--- src/core/adcs_defs.svh ---
// Timing constants and field positions for the conversion sequencer
`ifndef ADCS_DEFS_SVH
`define ADCS_DEFS_SVH
// Clock cycles of the 250 MHz clock per half_cpu_period; parameterised to shorten sims
`define ADCS_CLK_PERIOD_PS 4000
`define ADCS_TCL_PS 4000
`define ADCS_TCL_DIV ((`ADCS_TCL_PS + `ADCS_CLK_PERIOD_PS - 1) / `ADCS_CLK_PERIOD_PS)
// Conversion step lengths in half_cpu_period units
`define ADCS_CC_CODE00 11'h018
`define ADCS_CC_CODE10 11'h060
`define ADCS_CC_CODE11 11'h030
`define ADCS_SAMPLE_PERIODS 11'h002
`define ADCS_DECISION_STEPS 4'hA
`define ADCS_EQUAL_STEPS 4'h4
`define ADCS_LOAD_TCL 11'h004
// Reserved conversion select code and the first trial of each conversion
`define ADCS_CC_RESERVED 2'h1
`define ADCS_TRIAL_START 10'h200
`define ADCS_TRIAL_BIT 4'h9
// Field positions inside the upper four bits of converter_control_register
`define ADCS_CC_SEL_MSB 3
`define ADCS_CC_SEL_LSB 2
`define ADCS_SC_SEL_MSB 1
`define ADCS_SC_SEL_LSB 0
`define ADCS_RES_ZERO 10'h000
`define ADCS_RES_FULL 10'h3FF
`endif

--- src/core/adcs_pkg.sv ---
// Types shared by the conversion sequencer
package adcs_pkg;
  typedef enum logic [2:0] {
    ADCS_IDLE = 3'h0,
    ADCS_SAMPLE = 3'h1,
    ADCS_CONVERT = 3'h3,
    ADCS_EQUAL = 3'h2,
    ADCS_LOAD = 3'h6
  } adcs_state_e;
  typedef struct packed {
    logic [1:0] conversion_clock_select;
    logic [1:0] sample_clock_select;
  } adcs_cfg_s;
endpackage : adcs_pkg

--- src/core/adcs_tcl_div.sv ---
// Divider producing one enable pulse per half_cpu_period
`timescale 1ns/10ps
module adcs_tcl_div #(
  parameter int unsigned DIV = 1
) (
  input wire logic clock,
  input wire logic rst_b,
  output logic tcl_en
);
  logic [7:0] cnt_r;
  wire cnt_wrap = (cnt_r == 8'(DIV - 1));
  always_ff @(posedge clock) begin
    if (!rst_b) begin
      cnt_r <= 8'h00;
      tcl_en <= 1'b0;
    end else begin
      cnt_r <= cnt_wrap ? 8'h00 : cnt_r + 8'h01;
      tcl_en <= cnt_wrap;
    end
  end
endmodule : adcs_tcl_div

--- src/core/adcs_seq.sv ---
// Successive-approximation conversion timing sequencer
// Operation
// - Conversion select code 00, 10, 11 gives a step of 24, 96, 48 half periods; 01 is reserved.
// - Sample select code 00..11 makes the sample period 1, 2, 4 or 8 conversion steps.
// - A conversion begins with sampling that lasts two sample periods.
// - Ten decision steps, one per conversion step, resolve the 10-bit result.
// - Four more conversion steps follow for level equalisation.
// - A conversion lasts 14 steps plus two sample periods plus 4 half periods.
// - Both select fields sit in the upper four bits of the control register.
// - Input below ground gives all zeros, above reference gives all ones.
// - After sampling the held value alone decides the result.
// - The time unit is one half period of the CPU clock.
`timescale 1ns/10ps
`include "adcs_defs.svh"
module adcs_seq
  import adcs_pkg::*;
#(
  parameter int unsigned TCL_DIV = `ADCS_TCL_DIV
) (
  input wire logic clock,
  input wire logic rst_b,
  input wire logic start,
  input wire logic [3:0] ctrl_upper,
  input wire logic cmp_above,
  input wire logic in_below_agnd,
  input wire logic in_above_aref,
  output logic sample_en,
  output logic [9:0] dac_code,
  output logic busy,
  output logic done,
  output logic [9:0] result,
  output logic cfg_reserved
);
  function automatic logic [10:0] cc_len(input logic [1:0] sel);
    case (sel)
      2'b10: cc_len = `ADCS_CC_CODE10;
      2'b11: cc_len = `ADCS_CC_CODE11;
      default: cc_len = `ADCS_CC_CODE00;
    endcase
  endfunction : cc_len

  function automatic logic [10:0] sample_len(input adcs_cfg_s c);
    sample_len = 11'(`ADCS_SAMPLE_PERIODS * (cc_len(c.conversion_clock_select)
                 << c.sample_clock_select));
  endfunction : sample_len

  // One decision: keep or drop the bit under trial, then raise the next lower bit
  function automatic logic [9:0] sar_trial(input logic [9:0] code, input logic [9:0] mask,
                                           input logic keep, input logic last);
    logic [9:0] kept;
    kept = keep ? code : (code & ~mask);
    sar_trial = last ? kept : (kept | (mask >> 1));
  endfunction : sar_trial

  // Out-of-range inputs force the result to either end of the scale
  function automatic logic [9:0] range_clamp(input logic [9:0] code, input logic below,
                                             input logic above);
    if (below) begin
      range_clamp = `ADCS_RES_ZERO;
    end else if (above) begin
      range_clamp = `ADCS_RES_FULL;
    end else begin
      range_clamp = code;
    end
  endfunction : range_clamp

  // Reserved conversion select code runs with the shortest step
  function automatic logic cc_reserved(input logic [1:0] sel);
    cc_reserved = (sel == `ADCS_CC_RESERVED);
  endfunction : cc_reserved

  adcs_state_e state_r, state_nxt;
  adcs_cfg_s cfg_r;
  logic [10:0] cnt_r;
  logic [3:0] step_r;
  logic [3:0] bit_r;
  logic [9:0] sar_r;
  logic below_r, above_r;
  logic [2:0] s1_r, s2_r;
  logic tcl_en;

  // Divider gives the half_cpu_period time base
  adcs_tcl_div #(.DIV(TCL_DIV)) u_div (
    .clock(clock),
    .rst_b(rst_b),
    .tcl_en(tcl_en)
  );

  // Analog-side levels pass two flops before use
  always_ff @(posedge clock) begin
    if (!rst_b) begin
      s1_r <= 3'h0;
      s2_r <= 3'h0;
    end else begin
      s1_r <= {cmp_above, in_below_agnd, in_above_aref};
      s2_r <= s1_r;
    end
  end
  wire cmp_q = s2_r[2];
  wire below_q = s2_r[1];
  wire above_q = s2_r[0];

  // State decodes shared by the counters, the datapath and the outputs
  wire in_idle = (state_r == ADCS_IDLE);
  wire in_sample = (state_r == ADCS_SAMPLE);
  wire in_convert = (state_r == ADCS_CONVERT);
  wire in_load = (state_r == ADCS_LOAD);

  // Segment length in enable ticks for the current phase
  wire [10:0] cc_cur = cc_len(cfg_r.conversion_clock_select);
  wire [10:0] target = in_sample ? sample_len(cfg_r) :
                       in_load ? `ADCS_LOAD_TCL : cc_cur;
  wire seg_end = tcl_en && (cnt_r == target - 11'h001);
  wire start_ok = start && in_idle;
  wire sample_end = in_sample && seg_end;
  wire step_end = in_convert && seg_end;
  wire load_end = in_load && seg_end;
  wire last_dec = (step_r == `ADCS_DECISION_STEPS - 4'h1);
  wire last_eq = (step_r == `ADCS_EQUAL_STEPS - 4'h1);
  wire state_change = (state_nxt != state_r);

  // Successive approximation datapath
  wire [9:0] bit_mask = 10'h001 << bit_r;
  wire [9:0] next_trial = sar_trial(sar_r, bit_mask, cmp_q, bit_r == 4'h0);
  wire [9:0] final_code = range_clamp(sar_r, below_r, above_r);
  wire [1:0] cc_sel_in = ctrl_upper[`ADCS_CC_SEL_MSB:`ADCS_CC_SEL_LSB];
  wire [1:0] sc_sel_in = ctrl_upper[`ADCS_SC_SEL_MSB:`ADCS_SC_SEL_LSB];

  // Next values of the registered outputs
  wire sample_en_nxt = (state_nxt == ADCS_SAMPLE);
  wire busy_nxt = (state_nxt != ADCS_IDLE);
  wire [9:0] dac_code_nxt = step_end ? next_trial :
                            sample_end ? `ADCS_TRIAL_START : dac_code;

  always_comb begin
    state_nxt = state_r;
    case (state_r)
      ADCS_IDLE: if (start_ok) state_nxt = ADCS_SAMPLE;
      ADCS_SAMPLE: if (seg_end) state_nxt = ADCS_CONVERT;
      ADCS_CONVERT: if (seg_end && last_dec) state_nxt = ADCS_EQUAL;
      ADCS_EQUAL: if (seg_end && last_eq) state_nxt = ADCS_LOAD;
      ADCS_LOAD: if (seg_end) state_nxt = ADCS_IDLE;
      default: state_nxt = ADCS_IDLE;
    endcase
  end

  always_ff @(posedge clock) begin
    if (!rst_b) begin
      state_r <= ADCS_IDLE;
    end else begin
      state_r <= state_nxt;
    end
  end

  // Tick counter restarts at every segment boundary
  always_ff @(posedge clock) begin
    if (!rst_b) begin
      cnt_r <= 11'h000;
    end else if (start_ok || seg_end) begin
      cnt_r <= 11'h000;
    end else if (tcl_en && !in_idle) begin
      cnt_r <= cnt_r + 11'h001;
    end
  end

  // Step counter numbers the decision and equalisation steps of a phase
  always_ff @(posedge clock) begin
    if (!rst_b) begin
      step_r <= 4'h0;
    end else if (state_change) begin
      step_r <= 4'h0;
    end else if (seg_end) begin
      step_r <= step_r + 4'h1;
    end
  end

  // Configuration is captured from the upper control bits at start
  always_ff @(posedge clock) begin
    if (!rst_b) begin
      cfg_r <= '0;
      cfg_reserved <= 1'b0;
    end else if (start_ok) begin
      cfg_r.conversion_clock_select <= cc_sel_in;
      cfg_r.sample_clock_select <= sc_sel_in;
      cfg_reserved <= cc_reserved(cc_sel_in);
    end
  end

  // Approximation register starts at mid-scale when sampling closes
  always_ff @(posedge clock) begin
    if (!rst_b) begin
      sar_r <= 10'h000;
      bit_r <= 4'h0;
    end else if (sample_end) begin
      sar_r <= `ADCS_TRIAL_START;
      bit_r <= `ADCS_TRIAL_BIT;
    end else if (step_end) begin
      sar_r <= next_trial;
      if (bit_r != 4'h0) begin
        bit_r <= bit_r - 4'h1;
      end
    end
  end

  // Range flags freeze with the sample so later input swings cannot reach the result
  always_ff @(posedge clock) begin
    if (!rst_b) begin
      below_r <= 1'b0;
      above_r <= 1'b0;
    end else if (sample_end) begin
      below_r <= below_q;
      above_r <= above_q;
    end
  end

  // Phase outputs
  always_ff @(posedge clock) begin
    if (!rst_b) begin
      sample_en <= 1'b0;
      busy <= 1'b0;
    end else begin
      sample_en <= sample_en_nxt;
      busy <= busy_nxt;
    end
  end

  // Trial code seen by the comparator
  always_ff @(posedge clock) begin
    if (!rst_b) begin
      dac_code <= 10'h000;
    end else begin
      dac_code <= dac_code_nxt;
    end
  end

  // Result register and its load strobe
  always_ff @(posedge clock) begin
    if (!rst_b) begin
      done <= 1'b0;
      result <= 10'h000;
    end else begin
      done <= load_end;
      if (load_end) begin
        result <= final_code;
      end
    end
  end
endmodule : adcs_seq

--- config.mk ---
export PLATFORM = sky130hd
export DESIGN_NAME = adcs_seq
export DESIGN_NICKNAME = d
export VERILOG_FILES = /design/src/core/adcs_pkg.sv /design/src/core/adcs_tcl_div.sv /design/src/core/adcs_seq.sv
export VERILOG_INCLUDE_DIRS = /design/src /design/src/core
export SDC_FILE = /design/constraint.sdc
export NUM_CORES = 1
export LEC_CHECK = 0
export BUFFER_PORTS_ARGS = -buffer_cell sky130_fd_sc_hd__clkbuf_2
export CORE_ASPECT_RATIO = 1.25
export CORE_MARGIN = 2
export CORE_UTILIZATION = 25
export CTS_CLUSTER_SIZE = 30
export DETAILED_ROUTE_END_ITERATION = 6
export GPL_TIMING_DRIVEN = 0
export SYNTH_ARGS = -nofsm -noshare
export SYNTH_HDL_FRONTEND = slang
export SYNTH_HIERARCHICAL = 1
export SYNTH_SLANG_ARGS = --single-unit
--- constraint.sdc ---
create_clock -name clock -period 7.55 [get_ports clock]
set_clock_uncertainty 0.05 [all_clocks]
set_input_delay 0.3775 -clock clock [delete_from_list [all_inputs] [get_ports clock]]
set_output_delay 0.3775 -clock clock [all_outputs]
set_load 0.05 [all_outputs]
## Word-level counts from Yosys, hierarchy flattened

Index checks and enable logic that the tools add are counted.

| storage, ports and cells | value |
|---|---|
| flip-flop bits (word level) | 77 |

| cells by class | value |
|---|---|
| $add $sub $neg | 5 |
| equal/unequal tests | 12 |
| shift operators | 2 |
| multiplexer cells | 20 |
| bitwise operators | 4 |
| reductions and logical operators | 23 |

Operators with widths:

| cell | count |
|---|---|
| $mux W10 | 8 |
| $mux W11 | 2 |
| $mux W3 | 5 |
| $pmux W3 S5 | 1 |
| $pmux W7 S2 | 1 |
| $mux W4 | 3 |
| $add A11 B1 Y11 const B | 1 |
| $eq A11 B11 Y1 | 1 |
| $shl A11 B2 Y10 | 1 |
| $sub A11 B1 Y11 const B | 1 |
| $and A10 B10 Y10 | 1 |
| $not A10 Y10 | 1 |
| $or A10 B9 Y10 | 1 |
| $shl A1 B4 Y10 const A | 1 |
| $add A8 B1 Y8 const B | 1 |
| $logic_and A1 B1 Y1 | 8 |
| $logic_not A8 Y1 | 1 |
| $reduce_or A2 Y1 | 4 |
| $eq A3 B1 Y1 const B | 2 |
| $eq A3 B2 Y1 const B | 2 |
| $add A4 B1 Y4 const B | 1 |
| $eq A2 B2 Y1 const B | 2 |
| $eq A4 B2 Y1 const B | 1 |
| $eq A4 B4 Y1 const B | 1 |
| other kinds (13) | 15 |

## Longest topological paths before layout

| depth | value |
|---|---|
| word-level depth | 12 |
| gate-level depth with buffers | 15 |
| mapped depth without buffers | 12 |

## Modules after synthesis

The synthesis kept the hierarchy.

Modules (own cells, without submodules):

| module | times used | cells an instance | area each (sq um) |
|---|---|---|---|
| adcs_seq | 1 | 441 | 3565.9 |
| adcs_tcl_div | 1 | 43 | 402.9 |

## Least setup slack after synthesis

No wires, ideal clock.

| timing | value |
|---|---|
| path kind | reg-to-reg |
| start point | register state_r[0] |
| end point | register bit_r[2] |
| arrival | 3.162 ns |
| data required time | 7.430 ns |
| path slack | 4.268 ns |
| cell stages (with the launch flop) | 14 |
| period minus slack after synthesis | 3.282 ns |
| cells stage by stage | dfxtp_1 buf_4 or3b_4 buf_6 nand3_1 ha_1 xor2_1 nand3_1 a211o_1 a311o_1 nor4b_4 nand3_2 or4_1 a21oi_1 |

| on the way | value |
|---|---|
| cells in the longest elaborated chain, start to end | 8 |

Ends and longest elaborated chain:

| element | RTL line | text |
|---|---|---|
| start, declared | adcs_seq.sv:72 | `adcs_state_e state_r, state_nxt;` |
| start signal, assigned | adcs_seq.sv:151 | `state_r <= state_nxt;` |
| $eq A3 B3 Y1 | adcs_seq.sv:107 | `wire in_load = (state_r == ADCS_LOAD);` |
| $mux W11 | adcs_seq.sv:112 | `` in_load ? `ADCS_LOAD_TCL : cc_cur; `` |
| $mux W11 | adcs_seq.sv:111 | `wire [10:0] target = in_sample ? sample_len(cfg_r) :` |
| $sub A11 B1 Y11 | adcs_seq.sv:113 | `wire seg_end = tcl_en && (cnt_r == target - 11'h001);` |
| $eq A11 B11 Y1 | adcs_seq.sv:113 |  |
| $logic_and A1 B1 Y1 | adcs_seq.sv:113 |  |
| $logic_and A1 B1 Y1 (on tied branches) | adcs_seq.sv:116, adcs_seq.sv:115 |  |
| $reduce_and A2 Y1 (no line) or $reduce_or A2 Y1 (tied branches) | -- |  |
| end signal, assigned | adcs_seq.sv:196 | `` bit_r <= `ADCS_TRIAL_BIT; `` |
| end signal, assigned | adcs_seq.sv:200 | `bit_r <= bit_r - 4'h1;` |
| end, declared | adcs_seq.sv:76 | `logic [3:0] bit_r;` |

Parallel ways exist; a longest one is shown, timed or not.
A chain may end at the register's enable or synchronous reset.

## Worst setup path after layout

| timing | value |
|---|---|
| start point | register state_r[0] |
| end point | register bit_r[1] |

The elaborated chain is that of the path after synthesis.

==> results.md <==
- Status: finished clean
- Highest metal used: met4
- CP peak stage delay: 0.47 ns
- CP Data Required Time: 7.75 ns
- R2R depth: 14
- Post-synthesis cell type count: 62
- Pwr per Cell Area: 201.1 nW/um2
- Most used cell, CP: nand3_1
- Diodes inserted: 0
- Place WS: 3.784 ns
- Num CTS Buffers: 9
- Worst setup SP type: register
- CORE AREA: between 15000 and 20000 um2
- Main synth FF type: dfxtp_1
- Max-cap violations: 0
- Final worst slack: 3.803 ns
- Die width: 116.7 um
- Initial DRT Pass Iterations: 4
- Biggest area consumer among synthesized cells: dfxtp_1
- RR Endpoint: bit_r[1]
- Routed vias/inst: about 4.6
- Post-route ant nets: 0
- P_leak: approximately 0.0018 uW
- Reg2Reg Setup Slack: 3.80 ns
- Site row count: 51
- Clk sinks: 77
- Fin Setup TNS: 0 ns
- # hold bufs at CTS: 0
- Setup-failing EPs final: 0
- Root Driver: clkbuf_16
- CP delay by family, top: simple AND/OR/NAND/NOR gates
- Final period util: 0.4963
- Max Slew Vio Count: 0
- Max Freq: between 0.2 and 0.3 GHz
- Worst-margin pin slew: 1.232 ns
- Largest net degree at the start of global routing: 15
- Hold Crit Class: primary input to register
- Final core occ: 0.3038
- Syn avg cell area: about 8.2 um2
- All-Layer GR Usage: 0.1145
- Async S/R FF share, synth: 0
- TritonCTS clock tree: yes
- RSZ-0062 raised after global routing: false
- Hold endpoint: s1_r[0]
- CTS HTree Levels: 3
- Hold depth: 2
- Crit path capture type: register
- Critical path peak fanout: 10
- Grt total ovfl: 0
- M1 WL: about 4.3 mm
- Max rail drop VDD: 0.1048 mV
- Nets: 549
- Crit path depth: 14
- Critical path class: register to register
- First-pass GRT wire length: 15.55 mm
- Final hold violation count: 0
- Crit-path slowest cell: nor4b_4
- WL per Instance: 12.42 um
- Warnings, synthesis: 6
- CTS Buffer Depth: 2
- Ports: 34
- Die Span Y: 144.9 um
- Area Overhead vs Synth: 19.20%
- Layout cells sized above 1: 0.1276
- Final Wtd Congestion: 0.8642
- Routed vias: 3444
- Synth Register Bits: 77
- Crit path launch: state_r[0]
- Syn_nets: slightly above 500
- Remaining routing DRC violations: 0
- Iter 0 DRT Violations: 171
- Mapped Area: 3969 um2
- Post-synth EDFFs: 0
- Met3 wire length: roughly 420 um
- Clk pin slew, worst setup/hold paths: 0.06 ns
- Layout fillers: 1712
- Initial Utilization: 0.2549
- Post-DP HPWL: approximately 6.8 mm
- Relative slew slack: 0.1770
- Crit path cell chain: buf_4 > or3b_4 > buf_6 > nand3_1 > ha_1 > xor2_1 > nand3_1 > a211o_1 > a311o_1 > nor4b_4 > nand4_1 > clkbuf_1 > or2_0 > a211oi_1
- Buf/Inv on CP: 3
- Die footprint: 16910 um2
- PortBufs: 33
- WL final: between 9 and 10 mm
- Hold_sp: in_above_aref
- Worst-Skew Late Latency: 0.34 ns
- # resized after CTS: 0
- Vias in the first global route: ~3200
- Top-area cell type share of the netlist area: 0.3884
- Initial antenna violation count: 0
- Routed length on met2: 4.318 mm
- Worst r2r src: state_r[0]
- Crit path DAT: 3.95 ns
- Cells after synthesis: 484
- Post-CTS Setup Repair Bufs: 0
- Synth top area cells: dfxtp_1 39%, nor2_1 6.4%, a21oi_1 5.0%
- Minimum clock period: 3.747 ns
- Register area share after synthesis: 0.3884
## power by group
group          leakage, uW  switching (uW)  internal [uW]
sequential        0.000624            3.10            411
combinational      0.00101            37.8           22.1
clock             0.000156             176            301
## routing by layer
| layer | track usage | vias up |
|---|---|---|
| met5 | 0 | - |
| li1 | - | 1770 |
| met4 | 0.05139 | 0 |
| met1 | 0.1442 | 1594 |
| met3 | 0.02332 | 15 |
| met2 | 0.1877 | 65 |
## worst max path at each step
stage,to
2_1_floorplan,bit_r[2]
3_3_place_gp,bit_r[2]
3_5_place_dp,bit_r[1]
4_1_cts,bit_r[1]
5_1_grt,bit_r[1]
6_report,bit_r[1]
## logic make-up after synthesis
| family | Yosys count | share of synthesized area |
|---|---|---|
| AO/OA/AOI/OAI | 98 | 0.1608 |
| multiplexers | 17 | 0.04350 |
| flip-flops | 77 | 0.3884 |
| XOR/XNOR | 20 | 0.04414 |
| adder cells (fa/ha/maj) | 11 | 0.03468 |
| buffers and inverters | 44 | 0.04603 |
| AND/OR/NAND/NOR | 217 | 0.2825 |
## registers in the layout, summed over array words and instances, names as in the netlist
| name | cells |
|---|---|
| state_r | 3 |
| u_div/cnt_r | 8 |
| sample_en | 1 |
| s2_r | 3 |
| dac_code | 10 |
| busy | 1 |
| cfg_r | 4 |
| sar_r | 10 |
| bit_r | 4 |
| cnt_r | 11 |
| above_r | 1 |
| result | 10 |
| below_r | 1 |
| cfg_reserved | 1 |
| s1_r | 3 |
| u_div/tcl_en | 1 |
| step_r | 4 |
| done | 1 |
## layout make-up
cell class / instances / area, um2 / share of cell area
well taps: 212 / 265.3 / 0.05607
repair buffers: 33 / 165.2 / 0.03491
flip-flops and latches: 77 / 1541 / 0.3258
plain buffers: 30 / 130.1 / 0.02751
clock buffers: 10 / 239.0 / 0.05052
clock inverters: 6 / 92.59 / 0.01957
multi-input cells: 363 / 2245 / 0.4745
inverters: 14 / 52.55 / 0.01111
## synthesized netlist by cell type, types with 2 or more instances
| cell | count |
|---|---|
| xor2_1 | 8 |
| a21oi_1 | 40 |
| a211o_1 | 3 |
| nor3b_1 | 6 |
| nor3_1 | 5 |
| and3b_1 | 2 |
| and3_1 | 2 |
| ha_1 | 11 |
| nor2_1 | 68 |
| nand4b_1 | 2 |
| a21o_1 | 3 |
| nand3_1 | 21 |
| a31oi_1 | 5 |
| o211ai_1 | 3 |
| dfxtp_1 | 77 |
| o31ai_1 | 3 |
| a211oi_1 | 2 |
| and2_1 | 10 |
| xnor2_1 | 12 |
| or4_1 | 2 |
| mux2_2 | 2 |
| clkbuf_1 | 23 |
| nand2_1 | 41 |
| nand4_1 | 9 |
| a22oi_1 | 7 |
| buf_2 | 5 |
| nor2b_1 | 13 |
| mux2i_1 | 15 |
| inv_1 | 13 |
| nand2b_1 | 7 |
| a41oi_1 | 2 |
| o21ai_0 | 16 |
| or3_1 | 9 |
| nand3b_1 | 4 |
| or2_1 | 6 |
## worst reg2reg max path, stage by stage (launching register included)
cell and delay, ns:
dfxtp_1 0.30, buf_4 0.14, or3b_4 0.42, buf_6 0.16, nand3_1 0.08, ha_1 0.24, xor2_1 0.13, nand3_1 0.10
a211o_1 0.25, a311o_1 0.31, nor4b_4 0.48, nand4_1 0.25, clkbuf_1 0.28, or2_0 0.26, a211oi_1 0.23
## cells in the final DEF, fill, tap and decap left out, types with 4 or more instances in the layout
cell	n
nor3_1	5
inv_1	13
clkbuf_16	9
nand3b_1	4
nand2b_1	7
xnor2_1	12
and2_1	10
nand4_1	9
a22oi_1	7
nand3_1	21
o21ai_0	16
nor2_1	68
or3_1	9
mux2i_1	15
nor3b_1	6
xor2_1	8
nor2b_1	13
buf_2	5
a31oi_1	5
clkbuf_2	33
ha_1	11
clkbuf_1	23
nand2_1	41
or2_1	6
dfxtp_1	77
a21oi_1	40
## stage by stage
step           instances  cell area, um2  hold slack [ns]  power, uW
2_1_floorplan        484            3969           0.3619      468.0
3_3_place_gp         729            4399           0.3714      483.6
3_5_place_dp         729            4399           0.3773      483.5
4_1_cts              745            4731           0.1979      962.0
5_1_grt              745            4731           0.2190      985.0
6_report             745            4731           0.2023      951.4
Note: power is estimated with default switching activity, not from simulation.
